`src/rtl/cicd_params.svh`:
```
`ifndef CICD_PARAMS_SVH
`define CICD_PARAMS_SVH
`define CICD_PC_W 15
`define CICD_LIT_W 11
`define CICD_FADDR_W 7
`define CICD_WDT_W 8
`define CICD_PRE_W 8
`define CICD_WDT_CLEAR 8'h00
`define CICD_PC_RESET 15'h0000
`define CICD_ACC_RESET 8'h00
`define CICD_ZERO_BYTE 8'h00
`define CICD_LIT_HI 10
`define CICD_LATCH_CALL_HI 6
`define CICD_LATCH_CALL_LO 3
`define CICD_LATCH_ACALL_HI 6
`define CICD_FULL_CYCLES 2'h2
`endif

```
`src/rtl/cicd_pkg.sv`:
```
package cicd_pkg;
  typedef enum logic [3:0] {
    CICD_OP_NONE,
    CICD_OP_SUBROUTINE_JUMP_LIT,
    CICD_OP_SUBROUTINE_JUMP_ACC,
    CICD_OP_WATCHDOG_RESTART,
    CICD_OP_FILE_ZERO,
    CICD_OP_ACCUMULATOR_ZERO,
    CICD_OP_FILE_INVERT,
    CICD_OP_FILE_DECREMENT,
    CICD_OP_FILE_DECREMENT_SKIP
  } cicd_op_type;
  typedef enum logic [1:0] {
    CICD_ST_IDLE,
    CICD_ST_SECOND
  } cicd_state_type;
endpackage : cicd_pkg

```
`src/rtl/cicd_alu_if.sv`:
```
`timescale 1ns/1ps
interface cicd_alu_if;
  cicd_pkg::cicd_op_type op;
  logic [7:0] operand;
  logic [7:0] result;
  logic zero;
  modport core (output op, output operand, input result, input zero);
  modport alu (input op, input operand, output result, output zero);
endinterface : cicd_alu_if

```
`src/rtl/cicd_core.sv`:
```
`timescale 1ns/1ps
`include "cicd_params.svh"
// Overview of operation
// - Literal call pushes PC plus one first.
// - Literal call forms PC from literal, latch.
// - Literal call takes two cycles.
// - Accumulator call pushes, PC from accumulator, latch.
// - Accumulator call takes two cycles.
// - Watchdog restart clears counter, prescaler, sets flags.
// - File clear writes zero, sets zero flag.
// - Accumulator clear writes zero, sets zero.
// - Decrement file into chosen destination, update zero.
// - Decrement-skip: no flags, skip when zero.
module cicd_core #(
  parameter int PC_W = `CICD_PC_W
) (
  // Clock and reset
  input wire logic mclk,
  input wire logic rst,
  // Instruction issue
  input wire logic issue_valid,
  input cicd_pkg::cicd_op_type issue_op,
  input wire logic [`CICD_LIT_W-1:0] issue_literal,
  input wire logic [`CICD_FADDR_W-1:0] issue_faddr,
  input wire logic issue_dest,
  output logic issue_ready,
  // Machine state inputs
  input wire logic [7:0] pc_upper_latch,
  input wire logic [7:0] file_rdata,
  input wire logic watchdog_tick,
  // File register write port
  output logic file_we,
  output logic [`CICD_FADDR_W-1:0] file_waddr,
  output logic [7:0] file_wdata,
  // Return stack push port
  output logic stack_push,
  output logic [PC_W-1:0] return_stack_top,
  // Architectural state
  output logic [PC_W-1:0] pc,
  output logic [7:0] accumulator,
  output logic zero_flag,
  output logic watchdog_expiry_flag_n,
  output logic sleep_entry_flag_n,
  output logic [`CICD_WDT_W-1:0] watchdog_counter,
  output logic [`CICD_PRE_W-1:0] watchdog_prescaler,
  // Next instruction is discarded
  output logic skip_next
);
  cicd_pkg::cicd_state_type state_q;
  logic [PC_W-1:0] pc_q;
  logic [7:0] acc_q;
  logic z_q;
  logic to_n_q;
  logic pd_n_q;
  logic [`CICD_WDT_W-1:0] wdt_q;
  logic [`CICD_PRE_W-1:0] pre_q;
  logic we_q;
  logic [`CICD_FADDR_W-1:0] waddr_q;
  logic [7:0] wdata_q;
  logic push_q;
  logic [PC_W-1:0] tos_q;
  logic skip_q;
  logic take;
  logic two_cycle;
  logic [PC_W-1:0] pc_inc;
  logic [PC_W-1:0] pc_next;
  logic is_call;
  logic is_skip;
  logic writes_acc;
  logic writes_file;
  logic wdt_restart;
  logic pre_wrap;

  cicd_alu_if alu_bus ();
  assign alu_bus.op = issue_op;
  assign alu_bus.operand = file_rdata;
  cicd_alu u_alu (
    .a(alu_bus)
  );

  assign issue_ready = (state_q == cicd_pkg::CICD_ST_IDLE);
  assign take = issue_valid && issue_ready;
  assign pc_inc = pc_q + {{(PC_W-1){1'b0}}, 1'b1};
  // Restart wins over a tick in the same cycle
  assign wdt_restart = take && (issue_op == cicd_pkg::CICD_OP_WATCHDOG_RESTART);
  // Counter steps once per full prescaler cycle
  assign pre_wrap = watchdog_tick && (&pre_q);

  // Per-opcode attributes, decoded once; PC target, zero flag and watchdog restart decode issue_op on their own
  always_comb begin
    is_call = 1'b0;
    is_skip = 1'b0;
    writes_acc = 1'b0;
    writes_file = 1'b0;
    case (issue_op)
      cicd_pkg::CICD_OP_SUBROUTINE_JUMP_LIT,
      cicd_pkg::CICD_OP_SUBROUTINE_JUMP_ACC: begin
        is_call = 1'b1;
      end
      cicd_pkg::CICD_OP_FILE_ZERO: begin
        writes_file = 1'b1;
      end
      cicd_pkg::CICD_OP_ACCUMULATOR_ZERO: begin
        writes_acc = 1'b1;
      end
      cicd_pkg::CICD_OP_FILE_INVERT,
      cicd_pkg::CICD_OP_FILE_DECREMENT: begin
        writes_acc = !issue_dest;
        writes_file = issue_dest;
      end
      cicd_pkg::CICD_OP_FILE_DECREMENT_SKIP: begin
        writes_acc = !issue_dest;
        writes_file = issue_dest;
        is_skip = alu_bus.zero;
      end
      default: begin
      end
    endcase
  end

  // two-cycle ops
  // Second slot of a call or skip is the flushed fetch
  assign two_cycle = is_call || is_skip;

  // Second cycle is the flushed slot; no new issue accepted
  always_ff @(posedge mclk) begin
    if (rst) begin
      state_q <= cicd_pkg::CICD_ST_IDLE;
    end else if (take && two_cycle) begin
      state_q <= cicd_pkg::CICD_ST_SECOND;
    end else begin
      state_q <= cicd_pkg::CICD_ST_IDLE;
    end
  end

  // Next program counter for a taken instruction
  always_comb begin
    pc_next = pc_inc;
    case (issue_op)
      cicd_pkg::CICD_OP_SUBROUTINE_JUMP_LIT: begin
        pc_next = PC_W'({pc_upper_latch[`CICD_LATCH_CALL_HI:`CICD_LATCH_CALL_LO],
          issue_literal[`CICD_LIT_HI:0]});
      end
      cicd_pkg::CICD_OP_SUBROUTINE_JUMP_ACC: begin
        pc_next = PC_W'({pc_upper_latch[`CICD_LATCH_ACALL_HI:0], acc_q});
      end
      cicd_pkg::CICD_OP_FILE_DECREMENT_SKIP: begin
        pc_next = is_skip ? pc_inc + {{(PC_W-1){1'b0}}, 1'b1} : pc_inc;
      end
      default: begin
        pc_next = pc_inc;
      end
    endcase
  end

  // Program counter
  always_ff @(posedge mclk) begin
    if (rst) begin
      pc_q <= `CICD_PC_RESET;
    end else if (take) begin
      pc_q <= pc_next;
    end
  end

  // Return stack push pulse
  always_ff @(posedge mclk) begin
    if (rst) begin
      push_q <= 1'b0;
    end else begin
      push_q <= take && is_call;
    end
  end

  // Stack top holds PC plus one of the taken instruction
  // Only meaningful while stack_push is high
  always_ff @(posedge mclk) begin
    if (rst) begin
      tos_q <= `CICD_PC_RESET;
    end else if (take) begin
      tos_q <= pc_inc;
    end
  end

  // Accumulator destination
  // Calls read the accumulator before this edge updates it
  always_ff @(posedge mclk) begin
    if (rst) begin
      acc_q <= `CICD_ACC_RESET;
    end else if (take && writes_acc) begin
      acc_q <= alu_bus.result;
    end
  end

  // File register write port
  // Stale address and data are harmless while file_we is low
  always_ff @(posedge mclk) begin
    if (rst) begin
      we_q <= 1'b0;
      waddr_q <= '0;
      wdata_q <= `CICD_ZERO_BYTE;
    end else begin
      we_q <= take && writes_file;
      if (take) begin
        waddr_q <= issue_faddr;
        wdata_q <= alu_bus.result;
      end
    end
  end

  // Zero flag; calls and decrement-skip leave it alone
  // Watchdog restart keeps it as well
  always_ff @(posedge mclk) begin
    if (rst) begin
      z_q <= 1'b0;
    end else if (take) begin
      case (issue_op)
        cicd_pkg::CICD_OP_FILE_ZERO,
        cicd_pkg::CICD_OP_ACCUMULATOR_ZERO,
        cicd_pkg::CICD_OP_FILE_INVERT,
        cicd_pkg::CICD_OP_FILE_DECREMENT: z_q <= alu_bus.zero;
        default: z_q <= z_q;
      endcase
    end
  end

  always_ff @(posedge mclk) begin
    if (rst) begin
      pre_q <= '0;
    end else if (wdt_restart) begin
      pre_q <= '0;
    end else if (watchdog_tick) begin
      pre_q <= pre_q + 8'h01;
    end
  end

  always_ff @(posedge mclk) begin
    if (rst) begin
      wdt_q <= `CICD_WDT_CLEAR;
    end else if (wdt_restart) begin
      wdt_q <= `CICD_WDT_CLEAR;
    end else if (pre_wrap) begin
      wdt_q <= wdt_q + 8'h01;
    end
  end

  // expiry flag set by restart
  // Expiry pulls the flag low at counter rollover
  always_ff @(posedge mclk) begin
    if (rst) begin
      to_n_q <= 1'b1;
    end else if (wdt_restart) begin
      to_n_q <= 1'b1;
    end else if (pre_wrap && (&wdt_q)) begin
      to_n_q <= 1'b0;
    end
  end

  // sleep flag set by restart
  // Sleep entry is outside this block; only restart touches it here
  always_ff @(posedge mclk) begin
    if (rst) begin
      pd_n_q <= 1'b1;
    end else if (wdt_restart) begin
      pd_n_q <= 1'b1;
    end
  end

  // Skip marker for the fetch stage
  always_ff @(posedge mclk) begin
    if (rst) begin
      skip_q <= 1'b0;
    end else begin
      skip_q <= take && is_skip;
    end
  end

  assign pc = pc_q;
  assign accumulator = acc_q;
  assign zero_flag = z_q;
  assign watchdog_expiry_flag_n = to_n_q;
  assign sleep_entry_flag_n = pd_n_q;
  assign watchdog_counter = wdt_q;
  assign watchdog_prescaler = pre_q;
  assign file_we = we_q;
  assign file_waddr = waddr_q;
  assign file_wdata = wdata_q;
  assign stack_push = push_q;
  assign return_stack_top = tos_q;
  assign skip_next = skip_q;
endmodule : cicd_core

```
`src/rtl/cicd_alu.sv`:
```
`timescale 1ns/1ps
`include "cicd_params.svh"
module cicd_alu (
  cicd_alu_if.alu a
);
  always_comb begin
    case (a.op)
      cicd_pkg::CICD_OP_FILE_ZERO,
      cicd_pkg::CICD_OP_ACCUMULATOR_ZERO: a.result = `CICD_ZERO_BYTE;
      cicd_pkg::CICD_OP_FILE_INVERT: a.result = ~a.operand;
      cicd_pkg::CICD_OP_FILE_DECREMENT,
      cicd_pkg::CICD_OP_FILE_DECREMENT_SKIP: a.result = a.operand - 8'h01;
      default: a.result = a.operand;
    endcase
    a.zero = (a.result == `CICD_ZERO_BYTE);
  end
endmodule : cicd_alu

```
`config.mk`:
```
export PLATFORM = sky130hd
export DESIGN_NAME = cicd_core
export DESIGN_NICKNAME = d
export VERILOG_FILES = /design/src/rtl/cicd_pkg.sv /design/src/rtl/cicd_alu_if.sv /design/src/rtl/cicd_core.sv /design/src/rtl/cicd_alu.sv
export VERILOG_INCLUDE_DIRS = /design/src /design/src/rtl
export SDC_FILE = /design/constraint.sdc
export NUM_CORES = 1
export LEC_CHECK = 0
export BUFFER_PORTS_ARGS = -buffer_cell sky130_fd_sc_hd__buf_2
export CORE_MARGIN = 2
export CORE_UTILIZATION = 47
export CTS_CLUSTER_DIAMETER = 50
export DETAILED_ROUTE_END_ITERATION = 8
export GPL_ROUTABILITY_DRIVEN = 0
export HOLD_SLACK_MARGIN = 0.06
export PLACE_DENSITY = 0.82
export SYNTH_ARGS = -nofsm -noshare
export SYNTH_HDL_FRONTEND = slang
export SYNTH_SLANG_ARGS = --single-unit
export TNS_END_PERCENT = 30
```
`constraint.sdc`:
```
create_clock -name mclk -period 3.7 [get_ports mclk]
set_clock_uncertainty 0.2 [all_clocks]
set_input_delay 0.37 -clock mclk [delete_from_list [all_inputs] [get_ports mclk]]
set_output_delay 0.37 -clock mclk [all_outputs]
set_load 0.01 [all_outputs]
```
Word level (Yosys, flattened, before mapping). Index checks and enable logic that the tools add are counted. W data, S select, Z words.

Output and inout port bits: 76. Input bits: 43. Register bits: 76.

Eq/ne operators: 8. Mux-type cells: 8. $add $sub $neg: 5. Bitwise operators: 1. Reductions and logical operators: 22.

Operator list (number): $pmux W15 S3 (1); $add A15 B1 Y15 const B (2); $pmux W8 S3 (1); $add A8 B1 Y8 const B (2); $eq A4 B3 Y1 const B (4); $reduce_and A8 Y1 (2); $mux W15 (1); $logic_and A1 B1 Y1 (9); $eq A4 B2 Y1 const B (2); $logic_not A8 Y1 (1); $not A8 Y8 (1); $reduce_or A2 Y1 (4); $sub A8 B1 Y8 const B (1); $eq A4 B1 Y1 const B (1); $eq A4 B4 Y1 const B (1); $pmux W1 S2 (2); $reduce_or A4 Y1 (1); $mux W1 (3); $reduce_or A3 Y1 (1); $logic_not A2 Y1 (1); $reduce_and A2 Y1 (1); $logic_not A1 Y1 (1); $logic_or A1 B1 Y1 (1).

Logic depth before layout (Yosys ltp).
Word-level depth: 8. Gate-level depth with buffers: 12. Gate-level depth less buffers: 10.

Cells and area by module. A second synthesis with hierarchy kept.

Cells, all modules: 573. Area total of the unflattened synthesis: 4535.6 um2.

By module, submodules not included: cicd_core (cells each 478, area each 3971.3 um2, times used 1); cicd_alu (cells each 95, area each 564.3 um2, times used 1).

Worst setup path after synthesis. OpenSTA, ideal clock, no wires.

Kind: register to register. From: reg pc_q[1] (netlist: pc[1]). To: reg pc_q[13] (netlist: pc[13]). Slack: 0.732 ns. Stages on the path, launching flop included: 11. Period minus slack after synthesis: 2.968 ns. Setup time: 0.132 ns. Arrival: 2.636 ns. Buffers on the path: 1. Required time: 3.368 ns. Cell sequence: dfxtp_1 ha_1 clkbuf_1 nand3_1 xnor2_1 o221ai_1 nor4b_1 nand4b_1 or4_1 a31oi_1 nor3_1.

Longest elaborated chain between the ends: 4.

RTL lines: start: declaration (line cicd_core.sv:50) `logic [PC_W-1:0] pc_q;`; start signal: assignment (line cicd_core.sv:159) `` pc_q <= `CICD_PC_RESET; ``; start signal: assignment (line cicd_core.sv:161) `pc_q <= pc_next;`; $add A15 B1 Y15 (*) (line cicd_core.sv:83) `assign pc_inc = pc_q + {{(PC_W-1){1'b0}}, 1'b1};`; $add A15 B1 Y15 (line cicd_core.sv:148) `pc_next = is_skip ? pc_inc + {{(PC_W-1){1'b0}}, 1'b1} : pc_inc;`; $mux W15 (line cicd_core.sv:148); $pmux W15 S3 (*) (line cicd_core.sv:139) `case (issue_op)`.

Mark *: on every way between the ends. The rest lies on a longest branch, timed or not. A chain may end at the register's enable or synchronous reset.

Worst setup path after layout.
From: reg pc_q[1] (netlist: pc[1]). To: reg pc_q[14] (netlist: pc[14]).

Same word-level chain as after synthesis.

==> flow_summary.toml <==
[worst_setup_path]
start_kind = "flop"
critPathArrivalTime_ps = 3480
crit_type = "flop to flop"
timing.critical_path.max_delay_family = "simple AND/OR/NAND/NOR gates"
worstPathRequired_ps = 3770
critPathBufInv = 0
r2r_setup_slack_ps = 280
crit_slowest_cell = "dfxtp_1"
crit_chain = "ha_1 > nand3_1 > xnor2_1 > o221ai_1 > nor4b_2 > nand4b_1 > nor4b_1 > xor2_1 > o31ai_1"
cp_max_fo = 8
max_stage_delay_ps = 490
worstSetupEndpointType = "flop"

[power_and_ir_drop]
p_seq_share_pct = 48.0
total_leakage_power_nw = 2.19
irDropWorstVdd_uv = 182
swShare_pct = 32.7
p_clk_share_pct = 33.2
cellPowerDensity_nw_per_um2 = 354
comb_power_share_pct = 18.9
p_switching_mw = 0.607
p_int_mw = 1.25
totalPowerFinal_mw = 1.85

[cells_and_area]
nFillCells = 849
num_antenna_cells = 0
drive_above_1_share_pct = 22.9
syn_to_final_growth_pct = 20.9
fin_nets = 716
mostFrequentLayoutCell = "buf_2"
final_cell_mix = "buf_2, nor2_1, dfxtp_1"

[synth]
avgSynthCellArea_um2 = 7.66
synth_nets = 613
ys_async_sr_fraction_pct = 0
yosys_warnings = 0
syn-cell-area_um2 = 4330
synth.ff_latch_count = 75
synth_cell_types = 69
ys.flop_type = "dfxtp_1"
synth_edf_count = 0
syn_inst = 565
ys_seq_area_share_pct = 34.7

[global_route]
grt_antenna_before_repair = 0
grt_pass1_wl_um = 20600
grt_pass1_vias = 4251
overflow = 0
grt_max_degree = 55
grtUsageTotal_pct = 25.3

[floorplanning]
std_cell_rows = 35
start_util_pct = 47.7
dieWidth_um = 100
die-area_um2 = 9990
die_h_um = 100
pin_count = 119
fp.coreArea_um2 = 9060

[sta]
fin_crit_sh_pct = 92.3
holdWs_ps = 134
tightest_slew_ps = 667
maxSlewViolCount = 0
clock.fmax_mhz = 293
hold_viol_final = 0
setup_tns_ps = 0
setup_viol = 0
rsz0062_at_grt = "false"
final.min_clock_period_ps = 3420
max-slew-margin-rel_pct = 55.4

[detailed_routing]
drc = 0
dr.pass1.iters = 6
wirelength_um = 12900
ant_nets = 0
vias_per_cell = 6.04
vias = 4737
wl_per_cell_um = 16.5
drt_iter0_drc = 388

[cts]
cts_setup_buffers = 0
clk_pin_slew_ps = 90
cts_tree = "yes"
cts_buffers = 9
numClockSinks = 75
clk_latency_ps = 350
clockRootBuffer = "clkbuf_8"
ctsLongestPathBuffers = 2
cts-htree-levels = 3

[flow_run]
max_cap_violations = 0

[place]
portBuffers = 116
dp_hpwl_um = 9360

[status]
status = "finished clean"

[min_path]
hold_class = "input pin to flop"
==> stage by stage <==
step | utilization [%] | instances | instance area (µm²) | worst slack, ps
floorplan | - | 565 | 4330 | 732
global route | 57.7 | 784 | 5230 | 114
CTS | 57.6 | 784 | 5230 | 171
detailed placement | 54.8 | 761 | 4970 | 241
finish | 57.7 | 784 | 5230 | 284
global placement | 54.8 | 761 | 4970 | 320
==> power groups by stage <==
stage               clock (mW)  combinational [mW]  sequential (mW)
CTS                      0.624               0.344            0.887
finish                   0.615               0.350            0.888
floorplan                    0               0.203            0.913
global placement             0               0.327            0.903
global route             0.657               0.383            0.894
detailed placement           0               0.337            0.906
==> logic make-up after synthesis <==
logic type / count (synthesis) / synth area share (%)
buffers and inverters: 54 / 5.15
xor gates and xnor gates: 33 / 6.68
DFF: 75 / 34.7
muxes: 9 / 2.08
other: 1 / 0.0866
and+or+nand+nor: 247 / 28.3
AOI/OAI and AO/OA: 141 / 21.6
adders and majority gates: 5 / 1.45
==> cell usage after synthesis (all sizes together) (12+ instances only) <==
library cell | instances | area share (%)
dfxtp | 75 | 35
xnor2 | 17 | 3.4
nand2 | 52 | 4.5
buf | 12 | 1.5
o21ai | 31 | 3.6
a21oi | 35 | 4.0
xor2 | 16 | 3.2
inv | 12 | 1.0
clkbuf | 30 | 2.6
nor2 | 87 | 7.5
nand3 | 20 | 2.3
nand4 | 12 | 1.7
nor3 | 20 | 2.6
a211oi | 16 | 2.8
==> flip-flops by register name, indices dropped and copies added, names as in the netlist <==
| register | flops |
|---|---|
| pc | 15 |
| return_stack_top | 15 |
| accumulator | 8 |
| file_wdata | 8 |
| watchdog_counter | 8 |
| watchdog_prescaler | 8 |
| file_waddr | 7 |
| file_we | 1 |
| skip_next | 1 |
| stack_push | 1 |
| state_q | 1 |
| watchdog_expiry_flag_n | 1 |
| zero_flag | 1 |
==> routing by layer <==
| layer | GRT usage [%] | part of all wire, % |
|---|---|---|
| met1 | 32.8 | 41 |
| met5 | 0 | 0 |
| met3 | 5.08 | 8.8 |
| met4 | 8.64 | 2.7 |
| met2 | 42.3 | 48 |
==> worst reg2reg max path: stages, from the launching register on <==
cell and delay (ps):
dfxtp_1 490, ha_1 400, nand3_1 200, xnor2_1 310, o221ai_1 280, nor4b_2 420
nand4b_1 220, nor4b_1 450, xor2_1 160, o31ai_1 230
==> cell type report <==
type                    count  area, µm²  area share, %
clock inverters             7       65.1           1.24
clock buffers               9        124           2.37
multi-input cells         436       2620           50.2
flip-flops and latches     75       1500           28.7
inverters                  12       45.0          0.861
well taps                 111        139           2.65
repair buffers            134        733           14.0
==> path summary, 6_finish.rpt <==
path	from	end	cells after the start
worst max-delay path	pc[1]	pc[14]	9
worst min-delay path	issue_literal[1]	pc[1]	3
worst max register to register	pc[1]	pc[14]	9
worst min register to register	file_waddr[6]	file_waddr[6]	2
==> timing repair <==
action	in CTS	in global routing
hold buffers	7	0
endpoints found under the setup margin	0	2
hold endpoints to repair	7	0
gates resized for setup	0	1
Note: power is estimated with default switching activity, not from simulation.
